## src/hw/cprf_pkg.sv

```systemverilog
package cprf_pkg;
  localparam int CLK_PERIOD_NS = 4;
  // least width of the refresh strobe, rounded up to whole cycles
  localparam int REFR_TIME_NS = 8;
  localparam int REFR_CYC = (REFR_TIME_NS + CLK_PERIOD_NS - 1) / CLK_PERIOD_NS;
  // register byte offsets on the bus
  localparam logic [7:0] OFS_ACC = 8'h00;
  localparam logic [7:0] OFS_FLG = 8'h04;
  localparam logic [7:0] OFS_COUNT_PAIR = 8'h08;
  localparam logic [7:0] OFS_DE = 8'h0C;
  localparam logic [7:0] OFS_HL = 8'h10;
  localparam logic [7:0] OFS_IXA = 8'h14;
  localparam logic [7:0] OFS_IXB = 8'h18;
  localparam logic [7:0] OFS_PAGE = 8'h1C;
  localparam logic [7:0] OFS_REFR = 8'h20;
  localparam logic [7:0] OFS_CTRL = 8'h24;
  localparam logic [7:0] OFS_CMD = 8'h28;
  localparam logic [7:0] OFS_IDX = 8'h2C;
  localparam logic [7:0] OFS_VEC = 8'h30;
  // flag byte bit positions
  localparam int FLG_S = 7;
  localparam int FLG_Z = 6;
  localparam int FLG_H = 4;
  localparam int FLG_PV = 2;
  localparam int FLG_N = 1;
  localparam int FLG_C = 0;
  // general register slots
  localparam int GP_B = 0;
  localparam int GP_C = 1;
  localparam int GP_D = 2;
  localparam int GP_E = 3;
  localparam int GP_H = 4;
  localparam int GP_L = 5;
  localparam int GP_NUM = 6;
  // values after reset
  localparam logic [7:0] RST_PAGE = 8'h00;
  localparam logic [7:0] RST_REFR = 8'h00;
  localparam logic RST_INT_EN = 1'b0;
  typedef enum logic [1:0] {IM_ZERO, IM_ONE, IM_TWO} cprf_imode_t;
  typedef enum logic [4:0] {
    CMD_NOP, CMD_ADD, CMD_ADC, CMD_SUB, CMD_SBC, CMD_AND, CMD_OR, CMD_XOR,
    CMD_CP, CMD_DECIMAL_ADJUST, CMD_SWAP_AF, CMD_SWAP_GP, CMD_BLK_CMP, CMD_BLK_XFER,
    CMD_BLK_IN, CMD_LD_A_PAGE, CMD_LD_A_REFR, CMD_INT_MODE_ZERO, CMD_INT_MODE_ONE,
    CMD_INT_MODE_TWO
  } cprf_cmd_t;
  function automatic logic parity_even(input logic [7:0] v);
    return ~^v;
  endfunction
endpackage

```

## src/hw/cprf_alu.sv

```systemverilog
`timescale 1ns/1ns
module cprf_alu import cprf_pkg::*; (
  input wire cprf_cmd_t op,
  input wire logic [7:0] a,
  input wire logic [7:0] b,
  input wire logic [7:0] f_in,
  output logic [7:0] res,
  output logic [7:0] f_out
);
  logic cin;
  logic sub;
  logic lo_adj;
  logic hi_adj;
  logic [8:0] sum;
  logic [4:0] half;
  logic [7:0] r;
  logic [7:0] corr;
  logic [7:0] f;
  wire logic ovf_add = (a[7] == b[7]) && (sum[7] != a[7]);
  wire logic ovf_sub = (a[7] != b[7]) && (sum[7] != a[7]);
  always_comb begin
    cin = f_in[FLG_C] & ((op == CMD_ADC) | (op == CMD_SBC));
    sub = (op == CMD_SUB) | (op == CMD_SBC) | (op == CMD_CP);
    lo_adj = f_in[FLG_H] | (a[3:0] > 4'h9);
    hi_adj = f_in[FLG_C] | (a > 8'h99);
    corr = {hi_adj ? 4'h6 : 4'h0, lo_adj ? 4'h6 : 4'h0};
    if (sub) begin
      sum = {1'b0, a} - {1'b0, b} - {8'h00, cin};
      half = {1'b0, a[3:0]} - {1'b0, b[3:0]} - {4'h0, cin};
    end else begin
      sum = {1'b0, a} + {1'b0, b} + {8'h00, cin};
      half = {1'b0, a[3:0]} + {1'b0, b[3:0]} + {4'h0, cin};
    end
    // bits 5 and 3 pass through untouched
    f = f_in;
    r = a;
    case (op)
      CMD_ADD, CMD_ADC, CMD_SUB, CMD_SBC, CMD_CP: begin
        r = sum[7:0];
        f[FLG_C] = sum[8];
        f[FLG_H] = half[4];
        f[FLG_N] = sub;
        f[FLG_PV] = sub ? ovf_sub : ovf_add;
      end
      CMD_AND, CMD_OR, CMD_XOR: begin
        r = (op == CMD_AND) ? (a & b) : (op == CMD_OR) ? (a | b) : (a ^ b);
        f[FLG_C] = 1'b0;
        f[FLG_H] = (op == CMD_AND);
        f[FLG_N] = 1'b0;
        f[FLG_PV] = parity_even(r);
      end
      CMD_DECIMAL_ADJUST: begin
        r = f_in[FLG_N] ? (a - corr) : (a + corr);
        f[FLG_C] = hi_adj;
        f[FLG_H] = f_in[FLG_N] ? (f_in[FLG_H] & (a[3:0] < 4'h6)) : (a[3:0] > 4'h9);
        f[FLG_PV] = parity_even(r);
      end
      default: begin
        r = a;
      end
    endcase
    if (op inside {CMD_ADD, CMD_ADC, CMD_SUB, CMD_SBC, CMD_CP, CMD_AND, CMD_OR,
                   CMD_XOR, CMD_DECIMAL_ADJUST}) begin
      f[FLG_S] = r[7];
      f[FLG_Z] = (r == 8'h00);
    end
    // compare leaves the accumulator alone
    res = (op == CMD_CP) ? a : r;
    f_out = f;
  end
endmodule // cprf_alu

```

## src/hw/cprf_regfile.sv

```systemverilog
// Design decisions made here: the register addresses and the APB register port.
`timescale 1ns/1ns
// Summary of operation
// - eighteen byte and four word registers
// - only six flag bits change
// - sign flag copies result bit 7
// - zero flag set on all-zero result
// - block compare sets zero on match
// - block input sets zero when count ends
// - logical ops put even parity in PV
// - block compare and block transfer put nonzero count in PV; block input keeps PV
// - page/refresh to accumulator copies interrupt enable
// - arithmetic ops put signed overflow in PV
// - carry flag on carry or borrow
// - half carry from low nibble, used by adjust
// - subtract flag steers decimal adjust
// - six bytes usable as three pairs
// - shadow banks reached only by exchanges
// - interrupt mode 0, 1, 2 by command
// - mode 2 vector high byte from page
// - refresh counter low seven bits count fetches
// - refresh and page drive address low/high
// - refresh never stalls or adds cycles
// - index address is index plus displacement
// - reset clears enable, mode, page, refresh
// - refresh strobe goes with memory request
module cprf_regfile import cprf_pkg::*; #(
  parameter int REFR_CYCLES = REFR_CYC
) (
  input wire logic CLK,
  input wire logic RST,
  input wire logic PSEL,
  input wire logic PENABLE,
  input wire logic PWRITE,
  input wire logic [7:0] PADDR,
  input wire logic [31:0] PWDATA,
  output logic [31:0] PRDATA,
  output logic PREADY,
  output logic PSLVERR,
  input wire logic FETCH,
  output logic [15:0] ADDR,
  output logic REFRESH_STROBE_N,
  output logic MEMORY_REQUEST_N,
  output logic [15:0] INT_VECTOR_ADDR
);
  if (REFR_CYCLES < 1 || REFR_CYCLES > 15) begin : g_bad_refr
    $error("REFR_CYCLES must lie between 1 and 15");
  end

  function automatic logic reg_hit(input logic [7:0] a);
    case (a)
      OFS_ACC, OFS_FLG, OFS_COUNT_PAIR, OFS_DE, OFS_HL, OFS_IXA, OFS_IXB, OFS_PAGE,
      OFS_REFR, OFS_CTRL, OFS_CMD, OFS_IDX, OFS_VEC: reg_hit = 1'b1;
      default: reg_hit = 1'b0;
    endcase
  endfunction

  // data registers: main and shadow banks, index registers
  logic [7:0] acc_q;
  logic [7:0] flg_q;
  logic [7:0] acc_sh_q;
  logic [7:0] flg_sh_q;
  logic [7:0] gp_q [GP_NUM];
  logic [7:0] gp_sh_q [GP_NUM];
  logic [15:0] ixa_q;
  logic [15:0] ixb_q;
  logic [15:0] idx_addr_q;
  logic [7:0] veclo_q;
  // control state
  logic [7:0] page_q;
  logic [7:0] refr_q;
  logic [7:0] refr_d;
  cprf_imode_t mode_q;
  logic interrupt_enable_ff_q;
  // bus slave
  logic pready_q;
  logic pslverr_q;
  logic [31:0] prdata_q;
  // refresh sequencer
  logic [3:0] rcnt_q;
  logic refresh_strobe_n_q;
  logic memory_request_n_q;
  logic [15:0] addr_q;
  logic [15:0] vec_q;

  // bus decode
  wire logic setup = PSEL & ~PENABLE;
  wire logic wr_en = PSEL & PENABLE & PWRITE & pready_q;
  wire logic wr_acc = wr_en & (PADDR == OFS_ACC);
  wire logic wr_flg = wr_en & (PADDR == OFS_FLG);
  wire logic wr_count_pair = wr_en & (PADDR == OFS_COUNT_PAIR);
  wire logic wr_de = wr_en & (PADDR == OFS_DE);
  wire logic wr_hl = wr_en & (PADDR == OFS_HL);
  wire logic wr_ixa = wr_en & (PADDR == OFS_IXA);
  wire logic wr_ixb = wr_en & (PADDR == OFS_IXB);
  wire logic wr_page = wr_en & (PADDR == OFS_PAGE);
  wire logic wr_refr = wr_en & (PADDR == OFS_REFR);
  wire logic wr_ctrl = wr_en & (PADDR == OFS_CTRL);
  wire logic wr_cmd = wr_en & (PADDR == OFS_CMD);
  wire logic wr_idx = wr_en & (PADDR == OFS_IDX);
  wire logic wr_vec = wr_en & (PADDR == OFS_VEC);

  // command fields
  wire cprf_cmd_t cmd = cprf_cmd_t'(PWDATA[4:0]);
  wire logic [7:0] operand = PWDATA[15:8];

  // register pairs
  wire logic [15:0] count_pair = {gp_q[GP_B], gp_q[GP_C]};
  wire logic [15:0] de = {gp_q[GP_D], gp_q[GP_E]};
  wire logic [15:0] hl = {gp_q[GP_H], gp_q[GP_L]};
  wire logic [15:0] count_pair_dec = count_pair - 16'h0001;
  wire logic [15:0] de_inc = de + 16'h0001;
  wire logic [15:0] hl_inc = hl + 16'h0001;
  wire logic [7:0] b_dec = gp_q[GP_B] - 8'h01;
  wire logic cnt_live = (count_pair_dec != 16'h0000);

  // index address: sign-extended displacement plus chosen base
  wire logic [15:0] idx_base = PWDATA[8] ? ixb_q : ixa_q;
  wire logic [15:0] disp_ext = {{8{PWDATA[7]}}, PWDATA[7:0]};
  wire logic [15:0] idx_sum = idx_base + disp_ext;

  // alu; block compare borrows its compare path
  wire cprf_cmd_t alu_op = (cmd == CMD_BLK_CMP) ? CMD_CP : cmd;
  logic [7:0] alu_res;
  logic [7:0] alu_flg;

  cprf_alu u_alu (
    .op(alu_op),
    .a(acc_q),
    .b(operand),
    .f_in(flg_q),
    .res(alu_res),
    .f_out(alu_flg)
  );

  // block compare keeps carry, takes S/Z/H from the compare
  wire logic [7:0] cmp_flg = {alu_flg[FLG_S], alu_flg[FLG_Z], flg_q[5], alu_flg[FLG_H],
                              flg_q[3], cnt_live, 1'b1, flg_q[FLG_C]};
  // block transfer clears H and N
  wire logic [7:0] xfer_flg = {flg_q[7:5], 1'b0, flg_q[3], cnt_live, 1'b0, flg_q[FLG_C]};
  // block input reports the byte count
  wire logic [7:0] in_flg = {flg_q[FLG_S], (b_dec == 8'h00), flg_q[5:2], 1'b1,
                             flg_q[FLG_C]};

  // load from page or refresh register into the accumulator
  function automatic logic [7:0] ld_flg(input logic [7:0] v, input logic [7:0] f,
                                        input logic en);
    logic [7:0] o;
    o = f;
    o[FLG_S] = v[7];
    o[FLG_Z] = (v == 8'h00);
    o[FLG_H] = 1'b0;
    o[FLG_N] = 1'b0;
    o[FLG_PV] = en;
    return o;
  endfunction

  wire logic is_alu = cmd inside {CMD_ADD, CMD_ADC, CMD_SUB, CMD_SBC, CMD_AND,
                                  CMD_OR, CMD_XOR, CMD_CP, CMD_DECIMAL_ADJUST};

  // read mux; bits above each register read zero
  wire logic [31:0] rd_word =
    (PADDR == OFS_ACC) ? {24'h000000, acc_q} :
    (PADDR == OFS_FLG) ? {24'h000000, flg_q} :
    (PADDR == OFS_COUNT_PAIR) ? {16'h0000, count_pair} :
    (PADDR == OFS_DE) ? {16'h0000, de} :
    (PADDR == OFS_HL) ? {16'h0000, hl} :
    (PADDR == OFS_IXA) ? {16'h0000, ixa_q} :
    (PADDR == OFS_IXB) ? {16'h0000, ixb_q} :
    (PADDR == OFS_PAGE) ? {24'h000000, page_q} :
    (PADDR == OFS_REFR) ? {24'h000000, refr_q} :
    (PADDR == OFS_CTRL) ? {28'h0000000, ~refresh_strobe_n_q, mode_q, interrupt_enable_ff_q} :
    (PADDR == OFS_IDX) ? {16'h0000, idx_addr_q} :
    (PADDR == OFS_VEC) ? {16'h0000, vec_q} :
    32'h00000000;

  // zero wait states: ready in the first access cycle
  always_ff @(posedge CLK) begin
    if (RST) begin
      pready_q <= 1'b0;
      pslverr_q <= 1'b0;
      prdata_q <= 32'h00000000;
    end else begin
      pready_q <= setup;
      pslverr_q <= setup & ~reg_hit(PADDR);
      if (setup & ~PWRITE) begin
        prdata_q <= rd_word;
      end
    end
  end

  // data registers are kept across reset, as storage is static
  always_ff @(posedge CLK) begin
    if (wr_acc) begin
      acc_q <= PWDATA[7:0];
    end
    if (wr_flg) begin
      flg_q <= PWDATA[7:0];
    end
    if (wr_count_pair) begin
      gp_q[GP_B] <= PWDATA[15:8];
      gp_q[GP_C] <= PWDATA[7:0];
    end
    if (wr_de) begin
      gp_q[GP_D] <= PWDATA[15:8];
      gp_q[GP_E] <= PWDATA[7:0];
    end
    if (wr_hl) begin
      gp_q[GP_H] <= PWDATA[15:8];
      gp_q[GP_L] <= PWDATA[7:0];
    end
    if (wr_ixa) begin
      ixa_q <= PWDATA[15:0];
    end
    if (wr_ixb) begin
      ixb_q <= PWDATA[15:0];
    end
    if (wr_idx) begin
      idx_addr_q <= idx_sum;
    end
    if (wr_vec) begin
      veclo_q <= PWDATA[7:0];
    end
    if (wr_cmd) begin
      if (is_alu) begin
        acc_q <= alu_res;
        flg_q <= alu_flg;
      end
      case (cmd)
        CMD_SWAP_AF: begin
          acc_q <= acc_sh_q;
          acc_sh_q <= acc_q;
          flg_q <= flg_sh_q;
          flg_sh_q <= flg_q;
        end
        CMD_SWAP_GP: begin
          for (int i = 0; i < GP_NUM; i++) begin
            gp_q[i] <= gp_sh_q[i];
            gp_sh_q[i] <= gp_q[i];
          end
        end
        CMD_BLK_CMP: begin
          flg_q <= cmp_flg;
          {gp_q[GP_B], gp_q[GP_C]} <= count_pair_dec;
          {gp_q[GP_H], gp_q[GP_L]} <= hl_inc;
        end
        CMD_BLK_XFER: begin
          flg_q <= xfer_flg;
          {gp_q[GP_B], gp_q[GP_C]} <= count_pair_dec;
          {gp_q[GP_D], gp_q[GP_E]} <= de_inc;
          {gp_q[GP_H], gp_q[GP_L]} <= hl_inc;
        end
        CMD_BLK_IN: begin
          flg_q <= in_flg;
          gp_q[GP_B] <= b_dec;
          {gp_q[GP_H], gp_q[GP_L]} <= hl_inc;
        end
        CMD_LD_A_PAGE: begin
          acc_q <= page_q;
          flg_q <= ld_flg(page_q, flg_q, interrupt_enable_ff_q);
        end
        CMD_LD_A_REFR: begin
          acc_q <= refr_q;
          flg_q <= ld_flg(refr_q, flg_q, interrupt_enable_ff_q);
        end
        default: begin
        end
      endcase
    end
  end

  // a software write to the counter wins over a same-cycle fetch
  assign refr_d = wr_refr ? PWDATA[7:0] :
                  FETCH ? {refr_q[7], refr_q[6:0] + 7'h01} :
                  refr_q;

  always_ff @(posedge CLK) begin
    if (RST) begin
      page_q <= RST_PAGE;
      refr_q <= RST_REFR;
      mode_q <= IM_ZERO;
      interrupt_enable_ff_q <= RST_INT_EN;
    end else begin
      refr_q <= refr_d;
      if (wr_page) begin
        page_q <= PWDATA[7:0];
      end
      if (wr_ctrl) begin
        interrupt_enable_ff_q <= PWDATA[0];
      end
      if (wr_cmd) begin
        case (cmd)
          CMD_INT_MODE_ZERO: mode_q <= IM_ZERO;
          CMD_INT_MODE_ONE: mode_q <= IM_ONE;
          CMD_INT_MODE_TWO: mode_q <= IM_TWO;
          default: mode_q <= mode_q;
        endcase
      end
    end
  end

  // refresh runs beside the fetch; nothing here can hold the decoder
  always_ff @(posedge CLK) begin
    if (RST) begin
      rcnt_q <= 4'h0;
      refresh_strobe_n_q <= 1'b1;
      memory_request_n_q <= 1'b1;
      addr_q <= 16'h0000;
      vec_q <= 16'h0000;
    end else begin
      vec_q <= {page_q, veclo_q};
      if (FETCH) begin
        addr_q <= {page_q, refr_q};
        refresh_strobe_n_q <= 1'b0;
        memory_request_n_q <= 1'b0;
        rcnt_q <= 4'(REFR_CYCLES - 1);
      end else if (rcnt_q != 4'h0) begin
        rcnt_q <= rcnt_q - 4'h1;
      end else begin
        refresh_strobe_n_q <= 1'b1;
        memory_request_n_q <= 1'b1;
      end
    end
  end

  assign PRDATA = prdata_q;
  assign PREADY = pready_q;
  assign PSLVERR = pslverr_q;
  assign ADDR = addr_q;
  assign REFRESH_STROBE_N = refresh_strobe_n_q;
  assign MEMORY_REQUEST_N = memory_request_n_q;
  assign INT_VECTOR_ADDR = vec_q;
endmodule // cprf_regfile

```

## config.mk

```make
export PLATFORM = sky130hd
export DESIGN_NAME = cprf_regfile
export DESIGN_NICKNAME = d
export VERILOG_FILES = /design/src/hw/cprf_pkg.sv /design/src/hw/cprf_alu.sv /design/src/hw/cprf_regfile.sv
export SDC_FILE = /design/constraint.sdc
export NUM_CORES = 1
export LEC_CHECK = 0
export BUFFER_PORTS_ARGS = -buffer_cell sky130_fd_sc_hd__buf_2
export CORE_MARGIN = 1.5
export CORE_UTILIZATION = 40
export CTS_BUF_LIST = sky130_fd_sc_hd__clkbuf_16
export DETAILED_ROUTE_END_ITERATION = 10
export PLACE_DENSITY = 0.61
export RECOVER_POWER = 100
export SETUP_SLACK_MARGIN = 0.02
export SLEW_MARGIN = 20
export SYNTH_ARGS = -nofsm -noshare
export SYNTH_HDL_FRONTEND = slang
export SYNTH_HIERARCHICAL = 1
export SYNTH_SLANG_ARGS = --single-unit
export TNS_END_PERCENT = 50
```

## constraint.sdc

```tcl
create_clock -name CLK -period 4.6 [get_ports CLK]
set_input_delay 0.23 -clock CLK [delete_from_list [all_inputs] [get_ports CLK]]
set_output_delay 0.23 -clock CLK [all_outputs]
set_load 0.02 [all_outputs]
```

======== After elaboration in Yosys (flattened, before gate mapping) ========
Memory sizes are Yosys's and may differ from the RTL's.
Index checks and enable logic that the tools add are counted.
cells by class
  equality and inequality tests ........... 54
  $add $sub $neg .......................... 17
  multipliers ............................. 0
  reductions and logical operators ........ 28
  shift operators ......................... 0
  bitwise operators ....................... 33
  muxes and demuxes ....................... 58
  $lt $le $gt $ge ......................... 3
  divide/modulo/power cells ............... 0
operators with widths
  kind                                                     count
  two-way mux 16 bit                                       16
  two-way mux 8 bit                                        11
  case mux 8 bit (3 select lines)                          3
  case mux 16 bit (2 select lines)                         2
  equality test 5 x 4 -> 1 bit (second input constant)     10
  two-way mux 48 bit                                       1
  case mux 8 bit (6 select lines)                          1
  equality test 5 x 3 -> 1 bit (second input constant)     8
  equality test 8 x 6 -> 1 bit (second input constant)     5
  zero test 8 bit                                          5
  adder 16 x 1 -> 16 bit (second input constant)           2
  equality test 8 x 5 -> 1 bit (second input constant)     4
  bitwise AND 1 bit                                        21
  equality test 5 x 2 -> 1 bit (second input constant)     4
  equality test 5 bit (second input constant)              4
  inequality test 10 x 2 -> 1 bit (second input constant)  2
  nonzero test 9 bit                                       2
  adder 16 bit                                             1
  equality test 8 x 4 -> 1 bit (second input constant)     2
  case mux 8 bit (2 select lines)                          1
  nonzero test 16 bit                                      1
  XNOR reduction 8 bit                                     2
  subtractor 16 x 1 -> 16 bit (second input constant)      1
  inequality test 2 bit (second input constant)            6
  other kinds (47)                                         78
word-level totals
  bits in writable memories ............... 48
  memories kept ........................... 2
  input port bits ......................... 46
  bits in latches ......................... 0
  output and inout port bits .............. 68
  register bits ........................... 226
  ROM bits ................................ 64
  word-level logic and storage cells ...... 228
memories
  memory            words  bits a word  rd ports  clocked after Yosys merged registers in  wr ports  line                source
  (name not given)  64     1            1         0                                        0         cprf_regfile.sv:51  case (a)
  gp_sh_q           6      8            6         0                                        6         cprf_regfile.sv:64  logic [7:0] gp_sh_q [GP_NUM];

======== Logic depth before layout (Yosys ltp) ========
  depth after elaboration ................. 14
  depth in mapped cells ................... 24
  gate-level depth less buffers ........... 21

======== Cells and area by module ========
Netlist, hierarchy kept.
modules (own cells, without submodules)
  module        sequential area each (um2)  instances  area an instance (um2)  cells each
  cprf_regfile  6436.2                      1          13780.7                 1367
  cprf_alu      0.0                         1          2311.0                  318

======== Worst setup path after synthesis ========
OpenSTA, ideal clock, no wires.
  path type ............................... input-to-reg
  start point ............................. in PWDATA[2]
  end point ............................... reg flg_q[6] (data pin)
  stages on the path ...................... 24
  data required time ...................... 4451 ps
  buffers on the path ..................... 3
  library setup time ...................... 149 ps
  setup slack ............................. 218 ps
  arrival time ............................ 4232 ps
  cell sequence ........................... clkbuf_1 > nand3b_1 > clkbuf_1 > nor2_1 > nor2b_1 > buf_4 > xor2_1 > nand4b_1 > inv_1 > fa_1 > inv_1 > ha_1 > o21ai_0 > a211oi_1 > a31oi_1 > xnor2_1 > mux2i_4 > a21oi_1 > or3_1 > o41ai_2 > nand2_1 > a21o_1 > o2111ai_1 > nor3b_2
between the ends
  longest elaborated chain between the ends .. 13
  elaborated cells on any way between the ends .. 44
  classes of those cells .................. add/sub: 2; eq/ne: 24; mux: 9; bitwise: 4; reduce/logical: 5
ends and longest elaborated chain
  item                                                                          line                            source
  start, declared                                                               cprf_regfile.sv:36              input wire logic [31:0] PWDATA,
  equality test 5 x 4 -> 1 bit                                                  cprf_regfile.sv:123             wire cprf_cmd_t alu_op = (cmd == CMD_BLK_CMP) ? CMD_CP : cmd;
  two-way mux 5 bit (*)                                                         cprf_regfile.sv:123
  named net alu_op[2]                                                           cprf_regfile.sv:123
  equality test 5 x 2 -> 1 bit or equality test 5 x 3 -> 1 bit (tied branches)  -
  bitwise OR 1 bit                                                              cprf_alu.sv:22                  cin = f_in[FLG_C] & ((op == CMD_ADC) | (op == CMD_SBC));
  bitwise AND 1 bit                                                             cprf_alu.sv:22
  adder 9 x 1 -> 9 bit or subtractor 9 x 1 -> 9 bit (tied branches)             cprf_alu.sv:31, cprf_alu.sv:28
  two-way mux 9 bit                                                             cprf_alu.sv:27                  if (sub) begin
  case mux 8 bit (3 select lines)                                               cprf_alu.sv:37                  case (op)
  zero test 8 bit                                                               cprf_alu.sv:65                  f[FLG_Z] = (r == 8'h00);
  two-way mux 2 bit (*)                                                         cprf_alu.sv:62                  if (op inside {CMD_ADD, CMD_ADC, CMD_SUB, CMD_SBC, CMD_CP, CMD_AND, CMD_OR,
  named net alu_flg[6]                                                          cprf_regfile.sv:125             logic [7:0] alu_flg;
  two-way mux 8 bit                                                             cprf_regfile.sv:225             if (is_alu) begin
  case mux 8 bit (6 select lines) (*)                                           cprf_regfile.sv:229             case (cmd)
  two-way mux 8 bit (*)                                                         cprf_regfile.sv:224             if (wr_cmd) begin
  end signal, assigned                                                          cprf_regfile.sv:227             flg_q <= alu_flg;
  end signal, assigned                                                          cprf_regfile.sv:233             flg_q <= flg_sh_q;
  end signal, assigned                                                          cprf_regfile.sv:243             flg_q <= cmp_flg;
  end, declared                                                                 cprf_regfile.sv:60              logic [7:0] flg_q;
The timed path passes the listed nets; every way through them passes the cells marked *. The select of a mux whose other input is x is not followed.
A chain may end at the register's enable or synchronous reset.

======== Final worst setup path ========
  start point ............................. in PWDATA[3]
  end point ............................... reg gp_q[0] (netlist name)
between the ends
  longest elaborated chain between the ends .. 4
  elaborated cells on any way between the ends .. 7
  classes of those cells .................. eq/ne: 4; mux: 2; reduce/logical: 1
ends and longest elaborated chain
  item                                  line                 source
  equality test 5 x 4 -> 1 bit          cprf_regfile.sv:229
  OR reduction 3 bit (no source line)   -
  case mux 16 bit (2 select lines) (*)  cprf_regfile.sv:229
  two-way mux 48 bit (*)                cprf_regfile.sv:224
  end signal, assigned by index         cprf_regfile.sv:238  gp_q[i] <= gp_sh_q[i];
  end signal, assigned by index         cprf_regfile.sv:244  {gp_q[GP_B], gp_q[GP_C]} <= count_pair_dec;
  end signal, assigned by index         cprf_regfile.sv:245  {gp_q[GP_H], gp_q[GP_L]} <= hl_inc;
  end, declared                         cprf_regfile.sv:63   logic [7:0] gp_q [GP_NUM];
Mark *: on every way between the ends. The rest lies on a longest branch, timed or not.

==> metrics <==
Final nets 1855; TritonCTS clock tree yes; period utilisation layout 95.0%; Final min period roughly 4.4 ns; Avg Vias per Cell ~6; top_reg_cell synth dfxtp_1; Startpoint Class primary input; Post-synth EDFFs about 130; Area growth, synth to finish 10.3%; fill cell count 3846; Seq/Total Area, Yosys about two fifths; Slew headroom -140%; clk sinks between 200 and 300; Final Hold Vio Count 0; static leakage approximately 0.0065 uW; Yosys top cell by area edfxtp_1; CP max-delay cell clkbuf_1; YS warnings 6; largest net degree at the start of global routing 76; Slew Limit Fails between 200 and 300; post_cts resized 0; largest cells by area after synthesis edfxtp_1 (24%), dfxtp_1 (16%), mux2i_1 (5.4%); GRT Overall Usage a little over a quarter; Mapped Cells 1685; failing checks capacitance limit, slew limit; Pwr Density 291 mW/mm^2; ys async rst share 0%; Avg Cell Area, Syn between 9 and 10 um^2; drt pass-1 iters 8; hold_buf cts 0; Die Wd 204 um; drt drc 0; Rows 73; crit-path cells clkbuf_1 > clkbuf_4 > clkbuf_1 > nand2b_1 > nor3_1 > clkbuf_1 > and2_2 > buf_6 > a211oi_1 > a211o_1; Setup TNS Final 0 ns; core region area around 0.04 mm^2; total CTS buffers 28; crit path DAT approximately 4.8 ns; CTS root buf clkbuf_16; Synth Register Bits 258; Multi-input gate area between 0.008 and 0.009 mm^2; vias in the first global route 13.1k; Die Ht 204 um; Worst Skew ~0.014 ns; Clock Path Buffers 3; # setup viols final 0; status complete, but fails checks; reg-to-reg critical path startpoint flg_q[0]$_DFFE_PP_; critical path class primary input to flip-flop; postcts setup bufs 0; top cell type's share of synthesized area between 20% and 30%; drt wl/cell about 25 um; layout cells sized above 1 9.54%; Final Power 5170 uW; Worst-path clk slew about 0.060 ns; Worst Setup EP gp_q[0]$_DFF_P_; Initial Utilization approximately two fifths; Worst Setup SP PWDATA[3]; CP dominant cell by count clkbuf_1; max_cap viols 8; gp weighted congestion 0.946; RSZ-0062 raised after global routing no; fmax 229 MHz; Die Area between 0.04 and 0.05 mm^2; Worst Tran Pin Value between 3 and 4 ns; Detail Route Antenna Nets 0; I/O pin cnt 114; Iteration-0 DRC Markers 1533; terminus of the critical flop-to-flop path flg_q[6]$_DFFE_PP_; Worst Setup End Kind flip-flop; count of input and output buffers 81; Routed WL around 56 mm; commonest non-fill, non-tap cell in the layout dfxtp_1; hold crit path type primary input to flip-flop; required time of the critical path 5.05 ns; post-DP HPWL about 40 mm; Reg2Reg Depth 18; Worst path max stage delay 1.51 ns; # diodes 0; most frequent cells in the layout dfxtp_1 (131), nor2_1 (129), edfxtp_1 (127); Clk Latency, worst-skew pair roughly 0.57 ns; slack of the worst reg-to-reg path 0.42 ns; Hold Startpoint PSEL; Worst Path Max Fanout ~50; H-tree levels 1; Crit. path cell count 10; post-synthesis cell area between 0.015 and 0.02 mm^2; first-pass GRT wire length roughly 84 mm; via count approximately 14k; initial antenna violation count 1; Top Family by Delay on Critical Path buffers and inverters; final core utilization between 40% and 50%; GR Overflow Total 0; Bufs and invs on worst path 5; Reg area 0.00644 mm^2; VDD IR max 0.250 mV; post-synth cell types 93
stage by stage:
stage,instance area (um^2),setup slack [ns],hold WS [ns],instances
after global routing,17800,0.0318,0.0911,2286
after floorplan,16100,0.218,0.329,1700
final,17800,0.230,0.0180,2286
after CTS,17900,0.299,0.0202,2286
after detailed placement,17100,-0.243,0.437,2234
after global placement,17100,-0.184,0.431,2234
state kept, by name, summed over array words and instances, names as in the netlist, 4 cells and up:
register and flops:
PRDATA 16, idx_addr_q 16, acc_sh_q 8, page_q 8, gp_q 16, ixb_q 16, count_pair 16, de 16
flg_sh_q 8, veclo_q 8, gp_sh_q 48, rcnt_q 4, refr_q 8, flg_q 8, acc_q 8, INT_VECTOR_ADDR 16
ADDR 16, ixa_q 16
cells by family after synthesis:
family | count (synthesis) | synth area share (%)
AOI/OAI and AO/OA | 462 | 19.8
other | 1 | 0.0233
DFF | 258 | 40.0
xor gates and xnor gates | 82 | 4.81
muxes | 118 | 7.65
buffers and inverters | 188 | 5.47
and+or+nand+nor | 506 | 16.6
adders and majority gates | 70 | 5.68
how the worst min path moves through the flow:
stage | end | slack (ns) | cells after the start
after global placement | INT_VECTOR_ADDR[4]$_SDFF_PP0_ | 0.43 | 1
after floorplan | ixa_q[0]$_DFFE_PP_ | 0.33 | 0
final | PREADY$_SDFF_PP0_ | 0.02 | 3
after global routing | PREADY$_SDFF_PP0_ | 0.09 | 3
after detailed placement | INT_VECTOR_ADDR[5]$_SDFF_PP0_ | 0.44 | 1
after CTS | PREADY$_SDFF_PP0_ | 0.02 | 3
worst min-delay path, delay by kind of cell:
kind | cells | cell delay [ns]
simple gates | 2 | 0.21
buf+inv | 1 | 0.10
cells in the mapped netlist (8+ instances only):
master and n:
mux2i_1 87, nand3_1 68, buf_2 26, buf_1 8, mux2_2 30, and2_1 8
nand2b_1 12, nor4_1 12, xnor2_1 51, o31ai_1 13, inv_1 48, a32oi_1 11
a221oi_1 9, xor2_1 27, o21bai_1 8, a21oi_1 102, or3_1 15, o22ai_1 13
nor3_1 36, and3_1 10, edfxtp_1 127, o21ai_1 12, a31oi_1 10, o21a_1 15
o221ai_1 15, nor2_1 129, a21o_1 11, a221o_1 14, a22oi_1 46, nor2b_1 28
nand2_1 108, a211oi_1 23, a222oi_1 8, o211ai_1 21, clkbuf_1 74, nand4_1 17
dfxtp_1 131, ha_1 65, o21ai_0 68, buf_4 24
power by group:
group          leakage, uW  switching [uW]  internal [uW]
clock network     0.000464             961           1200
registers          0.00238            17.6           2420
logic              0.00371             374            199
area by class of cell:
type	count	share of cell area, %
multi-input combinational	1254	49.9
tap	525	3.70
timing repair buffer	148	4.17
sequential	258	36.2
clock buffer	31	4.37
clock inverter	21	0.536
inverter	49	1.04
metal layers:
layer / vias up / part of all wire, % / global-route usage (%) / wire length (um)
li1: 6418 / - / - / -
met1: 6867 / 44 / 37.9 / 24800
met2: 715 / 45 / 41.3 / 25200
met3: 107 / 7.4 / 2.65 / 4180
met4: 2 / 3.9 / 10.4 / 2190
met5: - / 0.030 / 0 / 17
(Power assumes the default switching activity.)
